$ cat config.mk
export PLATFORM = sky130hd
export DESIGN_NAME = emp_pins
export DESIGN_NICKNAME = d
export VERILOG_FILES = /design/src/design/emp_pkg.sv /design/src/design/emp_pins.sv /design/src/design/emp_data_lanes.sv
export SDC_FILE = /design/constraint.sdc
export NUM_CORES = 1
export LEC_CHECK = 0
export BUFFER_PORTS_ARGS = -buffer_cell sky130_fd_sc_hd__buf_2
export CAP_MARGIN = 20
export CORE_MARGIN = 8
export CORE_UTILIZATION = 45
export DETAILED_ROUTE_END_ITERATION = 12
export MAX_ROUTING_LAYER = met4
export PLACE_DENSITY = 0.81
export RECOVER_POWER = 50
export SLEW_MARGIN = 10
export SYNTH_ARGS = -nofsm -noshare
export SYNTH_HDL_FRONTEND = slang
export SYNTH_SLANG_ARGS = --single-unit
$ cat constraint.sdc
create_clock -name i_core_clk -period 2.2 [get_ports i_core_clk]
set_input_delay 0.44 -clock i_core_clk [delete_from_list [all_inputs] [get_ports i_core_clk]]
set_output_delay 0.44 -clock i_core_clk [all_outputs]
set_load 0.02 [all_outputs]
$ cat src/design/emp_pkg.sv
// constants shared by the external memory port pin logic
`default_nettype none
package emp_pkg;
  localparam int unsigned ADDR_W = 18;
  localparam int unsigned LOW_W = 15;
  localparam int unsigned MUX_W = 11;
  localparam int unsigned DATA_W = 8;
  localparam int unsigned NARROW_W = 4;
  localparam int unsigned BIT_A15 = 15;
  localparam int unsigned BIT_A16 = 16;
  localparam int unsigned BIT_A17 = 17;
  localparam int unsigned ROW_LSB = 11;
  localparam logic PIN_IDLE = 1'b1;
  localparam logic PIN_ACTIVE = 1'b0;
  localparam int unsigned ACCESS_CYCLES = 4;
  localparam logic [2:0] ACCESS_LAST = 3'h3;
  localparam int unsigned ROW_CYCLES = 2;
  localparam logic [2:0] ROW_LAST = 3'h1;
  typedef enum logic [1:0] {
    EMP_SEL0,
    EMP_SEL1,
    EMP_SEL2,
    EMP_SEL3
  } emp_sel_t;
endpackage
`default_nettype wire

$ cat src/design/emp_pins.sv
// external memory port pin sequencer
`timescale 1ns/1ps
`default_nettype none
module emp_pins #(
  parameter int unsigned ADDR_W = emp_pkg::ADDR_W,
  parameter int unsigned DATA_W = emp_pkg::DATA_W
) (
  // clock and reset
  input wire logic i_core_clk,
  input wire logic i_rst_n,
  // access request from the core
  input wire logic i_req,
  input wire logic i_write,
  input wire logic i_dram,
  input wire logic [ADDR_W-1:0] i_addr,
  input wire logic [1:0] i_sram_sel,
  input wire logic i_a16_is_select,
  input wire logic [DATA_W-1:0] i_wdata,
  // configuration and state modes
  input wire logic i_narrow,
  input wire logic i_stop,
  input wire logic i_indiv_reset,
  input wire logic i_refresh_en,
  // answer to the core
  output logic o_busy,
  output logic o_done,
  output logic [DATA_W-1:0] o_rdata,
  // memory pins
  output logic [emp_pkg::LOW_W-1:0] o_low_memory_address_lines,
  output logic o_memory_address_bit_fifteen,
  output logic o_memory_address_bit_sixteen,
  output logic o_memory_address_bit_seventeen,
  output logic o_sram_select_zero_n,
  output logic o_memory_write_strobe_n,
  output logic o_memory_read_strobe_n,
  input wire logic [DATA_W-1:0] i_memory_data_bus,
  output logic [DATA_W-1:0] o_memory_data_bus,
  output logic [DATA_W-1:0] o_memory_data_bus_oe_n
);
  typedef enum logic [1:0] {
    EMP_IDLE,
    EMP_ROW,
    EMP_XFER
  } emp_state_t;

  emp_state_t st_q, st_d;
  logic [2:0] cnt_q, cnt_d;
  logic wr_q, wr_d;
  logic dram_q, dram_d;
  logic sel16_q, sel16_d;
  logic [1:0] sel_q, sel_d;
  logic [ADDR_W-1:0] adr_q, adr_d;
  logic [DATA_W-1:0] wd_q, wd_d;
  logic [emp_pkg::LOW_W-1:0] lo_q, lo_d;
  logic p15_q, p15_d, p16_q, p16_d, p17_q, p17_d;
  logic cs0_q, cs0_d, wrs_q, wrs_d, rds_q, rds_d;
  logic done_q, done_d;
  logic busy_q, busy_d;
  logic drive, capture;

  function automatic logic sel_hit(input logic [1:0] sel, input logic [1:0] want);
    sel_hit = (sel == want);
  endfunction

  // sequencer
  always_comb begin
    st_d = st_q;
    cnt_d = cnt_q;
    wr_d = wr_q;
    dram_d = dram_q;
    sel16_d = sel16_q;
    sel_d = sel_q;
    adr_d = adr_q;
    wd_d = wd_q;
    done_d = 1'b0;
    case (st_q)
      EMP_IDLE: begin
        // stop and individual reset hold off new accesses
        if (i_req && !i_stop && !i_indiv_reset) begin
          wr_d = i_write;
          dram_d = i_dram;
          sel16_d = i_a16_is_select;
          sel_d = i_sram_sel;
          adr_d = i_addr;
          wd_d = i_wdata;
          cnt_d = '0;
          st_d = i_dram ? EMP_ROW : EMP_XFER;
        end
      end
      EMP_ROW: begin
        cnt_d = cnt_q + 3'h1;
        if (cnt_q == emp_pkg::ROW_LAST) begin
          cnt_d = '0;
          st_d = EMP_XFER;
        end
      end
      default: begin
        cnt_d = cnt_q + 3'h1;
        if (cnt_q == emp_pkg::ACCESS_LAST) begin
          done_d = 1'b1;
          st_d = EMP_IDLE;
        end
      end
    endcase
    // registered so the busy output comes straight from a flop
    busy_d = (st_d != EMP_IDLE);
  end

  // pin values, decoded from the next state so they register in step with the sequencer state
  always_comb begin
    lo_d = lo_q;
    p15_d = p15_q;
    p16_d = p16_q;
    p17_d = p17_q;
    cs0_d = emp_pkg::PIN_IDLE;
    wrs_d = emp_pkg::PIN_IDLE;
    rds_d = emp_pkg::PIN_IDLE;
    if (i_indiv_reset) begin
      // address lines keep their state, dram strobes go active with refresh and otherwise hold
      if (i_refresh_en) begin
        p16_d = emp_pkg::PIN_ACTIVE;
        p17_d = emp_pkg::PIN_ACTIVE;
      end
    end else if (st_d == EMP_IDLE) begin
      // selects and strobes idle high; stop mode also lands here
      if (dram_q || sel_q == emp_pkg::EMP_SEL1) begin
        p17_d = emp_pkg::PIN_IDLE;
      end
      if (dram_q || (sel16_q && sel_q == emp_pkg::EMP_SEL2)) begin
        p16_d = emp_pkg::PIN_IDLE;
      end
      if (!dram_q && sel_q == emp_pkg::EMP_SEL3) begin
        p15_d = emp_pkg::PIN_IDLE;
      end
    end else if (dram_d) begin
      if (st_d == EMP_ROW) begin
        // only the address bits above the column field exist; the rest read as zero
        lo_d = '0;
        lo_d[ADDR_W-emp_pkg::ROW_LSB-1:0] = adr_d[ADDR_W-1:emp_pkg::ROW_LSB];
        p17_d = (st_q == EMP_IDLE) ? emp_pkg::PIN_IDLE : emp_pkg::PIN_ACTIVE;
        p16_d = emp_pkg::PIN_IDLE;
      end else begin
        lo_d = {{(emp_pkg::LOW_W-emp_pkg::MUX_W){1'b0}},
                adr_d[emp_pkg::MUX_W-1:0]};
        p17_d = emp_pkg::PIN_ACTIVE;
        p16_d = (st_q == EMP_ROW) ? emp_pkg::PIN_IDLE : emp_pkg::PIN_ACTIVE;
      end
      wrs_d = !(wr_d && st_d == EMP_XFER);
      rds_d = !(!wr_d && st_d == EMP_XFER);
    end else begin
      lo_d = adr_d[emp_pkg::LOW_W-1:0];
      p15_d = sel_hit(sel_d, emp_pkg::EMP_SEL3) ? emp_pkg::PIN_ACTIVE
            : adr_d[emp_pkg::BIT_A15];
      p16_d = sel16_d ? !sel_hit(sel_d, emp_pkg::EMP_SEL2)
            : adr_d[emp_pkg::BIT_A16];
      p17_d = sel_hit(sel_d, emp_pkg::EMP_SEL1) ? emp_pkg::PIN_ACTIVE
            : adr_d[emp_pkg::BIT_A17];
      cs0_d = !sel_hit(sel_d, emp_pkg::EMP_SEL0);
      wrs_d = !wr_d;
      rds_d = wr_d;
    end
  end

  always_ff @(posedge i_core_clk or negedge i_rst_n) begin
    if (!i_rst_n) begin
      st_q <= EMP_IDLE;
      cnt_q <= '0;
      wr_q <= 1'b0;
      dram_q <= 1'b0;
      sel16_q <= 1'b0;
      sel_q <= emp_pkg::EMP_SEL0;
      adr_q <= '0;
      wd_q <= '0;
      done_q <= 1'b0;
      busy_q <= 1'b0;
      lo_q <= '1;
      p15_q <= emp_pkg::PIN_IDLE;
      p16_q <= emp_pkg::PIN_IDLE;
      p17_q <= emp_pkg::PIN_IDLE;
      cs0_q <= emp_pkg::PIN_IDLE;
      wrs_q <= emp_pkg::PIN_IDLE;
      rds_q <= emp_pkg::PIN_IDLE;
    end else begin
      st_q <= st_d;
      cnt_q <= cnt_d;
      wr_q <= wr_d;
      dram_q <= dram_d;
      sel16_q <= sel16_d;
      sel_q <= sel_d;
      adr_q <= adr_d;
      wd_q <= wd_d;
      done_q <= done_d;
      busy_q <= busy_d;
      lo_q <= lo_d;
      p15_q <= p15_d;
      p16_q <= p16_d;
      p17_q <= p17_d;
      cs0_q <= cs0_d;
      wrs_q <= wrs_d;
      rds_q <= rds_d;
    end
  end

  // data is driven only inside a write transfer; captured on its last read cycle
  assign drive = wr_d && st_d == EMP_XFER && !i_indiv_reset;
  assign capture = !wr_q && st_q == EMP_XFER && cnt_q == emp_pkg::ACCESS_LAST;

  emp_data_lanes #(
    .DATA_W(DATA_W)
  ) u_lanes (
    .i_core_clk(i_core_clk),
    .i_rst_n(i_rst_n),
    .i_drive(drive),
    .i_narrow(i_narrow),
    .i_capture(capture),
    .i_wdata(wd_d),
    .i_pin_data(i_memory_data_bus),
    .o_pin_data(o_memory_data_bus),
    .o_pin_data_oe_n(o_memory_data_bus_oe_n),
    .o_rdata(o_rdata)
  );

  assign o_busy = busy_q;
  assign o_done = done_q;
  assign o_low_memory_address_lines = lo_q;
  assign o_memory_address_bit_fifteen = p15_q;
  assign o_memory_address_bit_sixteen = p16_q;
  assign o_memory_address_bit_seventeen = p17_q;
  assign o_sram_select_zero_n = cs0_q;
  assign o_memory_write_strobe_n = wrs_q;
  assign o_memory_read_strobe_n = rds_q;
endmodule
`default_nettype wire

$ cat src/design/emp_data_lanes.sv
// data bus lane drive control and read capture
`timescale 1ns/1ps
`default_nettype none
module emp_data_lanes #(
  parameter int unsigned DATA_W = emp_pkg::DATA_W
) (
  // clock and reset
  input wire logic i_core_clk,
  input wire logic i_rst_n,
  // control
  input wire logic i_drive,
  input wire logic i_narrow,
  input wire logic i_capture,
  input wire logic [DATA_W-1:0] i_wdata,
  // pins
  input wire logic [DATA_W-1:0] i_pin_data,
  output logic [DATA_W-1:0] o_pin_data,
  output logic [DATA_W-1:0] o_pin_data_oe_n,
  output logic [DATA_W-1:0] o_rdata
);
  logic [DATA_W-1:0] data_q, data_d;
  logic [DATA_W-1:0] oe_n_q, oe_n_d;
  logic [DATA_W-1:0] rd_q, rd_d;
  always_comb begin
    data_d = i_wdata;
    oe_n_d = '1;
    rd_d = rd_q;
    for (int i = 0; i < DATA_W; i++) begin
      // upper lanes stay released in narrow mode
      if (i_drive && !(i_narrow && i >= emp_pkg::NARROW_W)) begin
        oe_n_d[i] = 1'b0;
      end
    end
    if (i_capture) begin
      rd_d = i_pin_data;
      if (i_narrow) begin
        rd_d[DATA_W-1:emp_pkg::NARROW_W] = '0;
      end
    end
  end
  always_ff @(posedge i_core_clk or negedge i_rst_n) begin
    if (!i_rst_n) begin
      data_q <= '0;
      oe_n_q <= '1;
      rd_q <= '0;
    end else begin
      data_q <= data_d;
      oe_n_q <= oe_n_d;
      rd_q <= rd_d;
    end
  end
  assign o_pin_data = data_q;
  assign o_pin_data_oe_n = oe_n_q;
  assign o_rdata = rd_q;
endmodule
`default_nettype wire

==> metrics, run 1 <==
design area 3744 um^2; Congestion Overflow GR 0; leakage power between 0.0015 and 0.002 uW; Die Ht 98.23 um; worst-path cell chain ha_1, ha_1, nand2_1, inv_2, a211o_1, buf_12, o31ai_1; Pins Over Slew Limit 70; violated checks capacitance limit, slew limit; core area roughly 6700 um^2; # DRC 0; crit path DAT 2.24 ns; Synth Warn # 0; layout cell share with drive strength beyond 1 37.17%; r2r worst-path depth 7; Die Width 98.23 um; status complete, but fails checks; Worst Hold Slack 0.2876 ns; Power, Total 5408 uW; top_reg_cell synth dfrtp_1; Post-CTS Setup Bufs 0; Starting Density 45.54%; largest net degree at the start of global routing 70; CP Max Fanout 22; sequential fraction of the synthesis area between 50% and 60%; Pwr per Cell Area ~1400 nW/um^2; Reg clk slew, reported paths 0.07 ns; Routed Antenna Nets 0; Worst path slowest cell a211o_1; max-cap violations 1; CTS tree yes; # diodes 0; kind of end point of the critical path register; Synth Net Count 325; Fillers 620; share of the synthesized area in the top cell type 37.83%; type of the worst setup path reg2reg; CP top delay family compound AO/OA/AOI/OAI gates; Clock Latency Late Sink 0.34 ns; DP Area between 3000 and 4000 um^2; total wire length just under 7000 um; Max Fclk ~500 MHz; setup tns final 0 ns; vias in the first global route approximately 2500; final hold violations 0; NumNets Final 418; Post-synth top cells nand2_1 (55), dfrtp_1 (46), dfstp_2 (23); HPWL after detailed placement 5187 um; measured slew at the worst slew-check pin between 1.5 and 2 ns; Hold Path Stages 3; Worst Hold Class in2reg; Post-CTS Resized 0; drt first-iter violations 104; number of flops mapped to enable cells by yosys 0; first-pass GRT wire length roughly 12000 um; flop2flop setup slack just over 0.2 ns; cells after synthesis 276; H-tree levels 3; Worst slew margin -9.629%; clock skew 0.009246 ns; Mapped Area 3043 um^2; critical path's most frequent cell ha_1; Avg Cell Area, Syn 11.03 um^2; critical path startpoint cnt_q[0]$_DFFE_PN0P_; Seq cells post-synth 69; Startpoint Class register; Yosys cell types 45; RSZ-0062 raised after global routing no; # setup viols final 0; pre-CTS WS ~0.17 ns; Worst VDD drop 0.0006794 V; WP buf/inv 2; RD Place Congestion 0.8824; worst path required time about 2.5 ns; CTS max path bufs 2; top post-synthesis cells by area dfrtp_1 (38%), dfstp_2 (20%), nand2_1 (6.8%); most common cell in the netlist nand2_1; Period Utilization, post-route 90.69%; I/O pin count 93; CTS root buf clkbuf_8; clock sink total between 60 and 70; final setup margin 0.2048 ns; min Tclk post-route 1.995 ns; die area between 9000 and 10000 um^2; CTS Hold Bufs 0; wire length per cell 15.33 um; initial antenna violation count 0; Critical Path Stages 7; total CTS buffers 9; PortBufs a little over 90; area leader, netlist dfrtp_1; Vias/cell roughly 5; Row Count 30; synth-to-layout area growth 23.03%; worst reg2reg startpoint cnt_q[0]$_DFFE_PN0P_; Hold Startpoint i_wdata[3]; Critical Path Max Stage Delay 0.45 ns; asr flop ratio synth between 90% and 100%; GRT Total Usage 15.78%; via count 2269; TritonRoute pass-1 iters 4
-- state kept, by name (all words and copies together) (netlist names), 2 cells and up --
name / count
u_lanes.o_pin_data_oe_n: 2
o_low_memory_address_lines: 15
u_lanes.o_pin_data: 8
sel_q: 2
st_q: 2
u_lanes.o_rdata: 8
adr_q: 18
cnt_q: 3
-- kinds of logic (layout without fill, tap and decap cells) --
group / Yosys count / count (layout) / share of synthesized area, %
compound gates: 47 / 47 / 9.787
fa+ha+maj: 3 / 3 / 1.234
buf+inv: 38 / 136 / 6.209
flops: 69 / 69 / 57.69
mux: 32 / 32 / 11.31
simple gates: 87 / 87 / 13.77
-- worst reg2reg max path: stages, from the launching register on --
cell	delay (ns)
dfrtp_1	0.40
ha_1	0.20
ha_1	0.19
nand2_1	0.13
inv_2	0.06
a211o_1	0.45
buf_12	0.24
o31ai_1	0.23
-- stage by stage --
step           instances  utilization, %
6_report             454           56.03
5_1_grt              454           56.03
4_1_cts              454           56.57
3_5_place_dp         438           53.69
3_3_place_gp         438           53.69
2_1_floorplan        276               -
-- cell usage in the layout (no fill, tap or decap), types with 2 or more instances in the layout --
| cell | Yosys | layout |
|---|---|---|
| nand2b_1 | 9 | 9 |
| nand2_1 | 55 | 55 |
| buf_12 | 0 | 2 |
| dfstp_2 | 23 | 23 |
| inv_1 | 19 | 19 |
| nor4_1 | 2 | 2 |
| clkbuf_1 | 4 | 19 |
| nor2_1 | 6 | 6 |
| o21ai_1 | 8 | 8 |
| o31ai_1 | 9 | 9 |
| a31oi_1 | 2 | 2 |
| clkinv_2 | 0 | 2 |
| ha_1 | 3 | 3 |
| or4_1 | 2 | 2 |
| nand3_1 | 2 | 2 |
| a21oi_1 | 9 | 9 |
| mux2i_1 | 13 | 13 |
| o21ai_0 | 8 | 8 |
| clkbuf_8 | 0 | 10 |
| mux2_1 | 7 | 7 |
| mux2_2 | 12 | 12 |
| buf_4 | 7 | 5 |
| dfrtp_1 | 46 | 46 |
| buf_2 | 4 | 75 |
| or3_1 | 2 | 2 |
-- final timing paths --
path,to
min in group asynchronous,adr_q[3]$_DFF_PN0_
min,u_lanes.o_pin_data[3]$_DFFE_PN0P_
max,o_low_memory_address_lines[8]$_DFFE_PN1P_
max reg2reg,o_low_memory_address_lines[8]$_DFFE_PN1P_
max in group asynchronous,sel_q[0]$_DFF_PN0_
min reg2reg,o_low_memory_address_lines[6]$_DFFE_PN1P_
-- area by class of cell --
type	instances	area [um^2]	share of cell area, %
Inverter	20	75.07	2.005
Timing Repair Buffer	100	521.8	13.94
Multi-Input combinational cell	169	1099	29.34
Clock buffer	12	145.1	3.877
Clock inverter	4	47.55	1.270
Sequential cell	69	1755	46.89
Tap cell	80	100.1	2.674
-- metal layers --
layer | GRT usage (%) | wire length (um) | up-vias
li1 | - | - | 1108
met1 | 18.18 | 3073 | 1081
met2 | 25.18 | 3399 | 70
met3 | 4.339 | 395 | 10
met4 | 7.202 | 91 | 0
met5 | - | 0 | -
-- where the power goes --
group / internal [uW] / switching (uW)
Sequential: 1970 / 328
Clock: 552 / 458
Combinational: 790 / 1310
Total: 3310 / 2100
(Power assumes the default switching activity.)
==> run 2: changes to the inputs <==
--- a/config.mk
+++ b/config.mk
@@ -7,6 +7,7 @@
 export LEC_CHECK = 0
 export BUFFER_PORTS_ARGS = -buffer_cell sky130_fd_sc_hd__buf_2
 export CAP_MARGIN = 20
+export CORE_ASPECT_RATIO = 0.5
 export CORE_MARGIN = 8
 export CORE_UTILIZATION = 45
 export DETAILED_ROUTE_END_ITERATION = 12
==> run 2 against run 1 <==
  * Power up 9.3%
  * Design area grew 3.1%
  * The run still ends with capacitance limit, slew limit left
  * Utilization grew 2.3 points
  * Critical endpoint is now o_low_memory_address_lines[9]$_DFFE_PN1P_
  * Final cell count increased by 2.0%
  * Setup slack better by 0.015 ns
  * Combinational power hardly changed
  * Critical path type unchanged
==> metrics, run 2 (same netlist as run 1, synthesis figures left out) <==
status complete, but fails checks; violated checks capacitance limit, slew limit; critical path startpoint cnt_q[0]$_DFFE_PN0P_; TritonRoute pass-1 iters 5; Worst VDD drop 0.0004529 V; routed wl met3 367 um; max-cap violations 1; flop2flop setup slack 0.22 ns; setup tns final 0 ns; measured slew at the worst slew-check pin 1.619 ns; Post-CTS Setup Bufs 0; Startpoint Class register; # DRC 0; Period Utilization, post-route 90.00%; Starting Density between 40% and 50%; final hold violations 0; total wire length 7057 um; Pins Over Slew Limit 70; via count roughly 2300; pre-CTS WS 0.2328 ns; NumNets Final 416; Worst slew margin -7.918%; Pwr per Cell Area 1531 nW/um^2; Congestion Overflow GR 0; total CTS buffers 9; max reg flops 18; most frequent cells in the layout buf_2 (74), nand2_1 (55), dfrtp_1 (46); Clock Latency Late Sink ~0.32 ns; length of routed wiring on met1 3062 um; crit path DAT 2.21 ns; Die Ht between 70 and 80 um; # diodes 0; worst reg2reg startpoint cnt_q[0]$_DFFE_PN0P_; Routed Antenna Nets 0; CP Capture Point o_low_memory_address_lines[9]$_DFFE_PN1P_; core area 6621 um^2; top sig layer met4; largest net degree at the start of global routing 70; Die Width between 100 and 150 um; CTS tree yes; worst path required time 2.43 ns; drt first-iter violations 151; synth-to-layout area growth 26.85%; GRT Total Usage between 15 and 20%; CTS Hold Bufs 0; min Tclk post-route 1.980 ns; layout cell share with drive strength beyond 1 36.12%; die area 9809 um^2; type of the worst setup path reg2reg; I/O pin count between 90 and 100; clock sink total approximately 70; Biggest register adr_q; Vias/cell a little under 5; Worst Hold Class in2reg; clock skew 0.005657 ns; RSZ-0062 raised after global routing no; CP Max Fanout 30; Reg clk slew, reported paths 0.05 ns; H-tree levels 3; Row Count 21; CTS max path bufs 2; wire length per cell between 15 and 20 um; Post-CTS Resized 0; leakage power 0.001859 uW; HPWL after detailed placement 5176 um; CTS root buf clkbuf_16; most common cell after layout, fill and taps aside buf_2; first-pass GRT wire length ~12000 um; initial antenna violation count 0; # setup viols final 0; r2r endpoint o_low_memory_address_lines[9]$_DFFE_PN1P_; RD Place Congestion between 0.8 and 0.9; r2r worst-path depth 7; PortBufs 92; Met2 Routed Length ~3500 um; final setup margin 0.2200 ns; Max Fclk 505.1 MHz; kind of end point of the critical path register; vias in the first global route between 2000 and 2500
run 2: cell types whose count changed in the layout (fill, tap and decap cells not counted), sizes merged:
cell,previous run,this run
bufinv,1,2
clkinv,2,1
buf,82,79
run 2: routing by layer:
layer  up-vias  track usage [%]
met3         8            4.447
met5         -                -
met1      1083            17.75
met4         0            5.112
li1       1108                -
met2        71            25.44
run 2: worst min-delay path by stage:
| stage | startpoint | to | cells past startpoint | slack [ns] |
|---|---|---|---|---|
| after floorplan | i_rst_n | adr_q[0]$_DFF_PN0_ | 0 | 0.14 |
| final | i_wdata[4] | u_lanes.o_pin_data[4]$_DFFE_PN0P_ | 3 | 0.31 |
| after CTS | i_rst_n | adr_q[14]$_DFF_PN0_ | 2 | 0.15 |
| after global routing | i_wdata[7] | u_lanes.o_pin_data[7]$_DFFE_PN0P_ | 3 | 0.31 |
| after global placement | u_lanes.o_pin_data[5]$_DFFE_PN0P_ | u_lanes.o_pin_data[5]$_DFFE_PN0P_ | 2 | 0.45 |
| after detailed placement | o_low_memory_address_lines[5]$_DFFE_PN1P_ | o_low_memory_address_lines[5]$_DFFE_PN1P_ | 2 | 0.45 |
run 2: through the flow:
step | cells | power (uW) | utilization [%] | cell area [um^2] | hold WS (ns)
4_1_cts | 463 | 6015 | 58.94 | 3902 | 0.1490
5_1_grt | 463 | 6314 | 58.30 | 3860 | 0.3148
3_3_place_gp | 448 | 4395 | 54.18 | 3587 | 0.4533
2_1_floorplan | 276 | 3752 | - | 3043 | 0.1444
6_report | 463 | 5910 | 58.30 | 3860 | 0.3067
3_5_place_dp | 448 | 4473 | 54.18 | 3587 | 0.4545
run 2: report_power, final:
part / switching, uW / internal, uW / total [uW]
clock: 487 / 1010 / 1500
combinational: 1330 / 776 / 2110
sequential: 330 / 1970 / 2300
total: 2150 / 3760 / 5910
run 2: critical path, cell delays in order, from the launching register on:
cell and delay, ns:
dfrtp_1 0.39, ha_1 0.20, ha_1 0.19, nand2_1 0.14
inv_1 0.10, a211o_1 0.34, buf_4 0.25, o31ai_1 0.28
run 2: area by class of cell:
cell class	instances	area (um^2)
clock inverter	4	72.57
timing repair buffer	98	505.5
inverter	20	75.07
fill	586	2761
sequential	69	1755
clock buffer	11	242.7
multi-input combinational	169	1094
tap	92	115.1
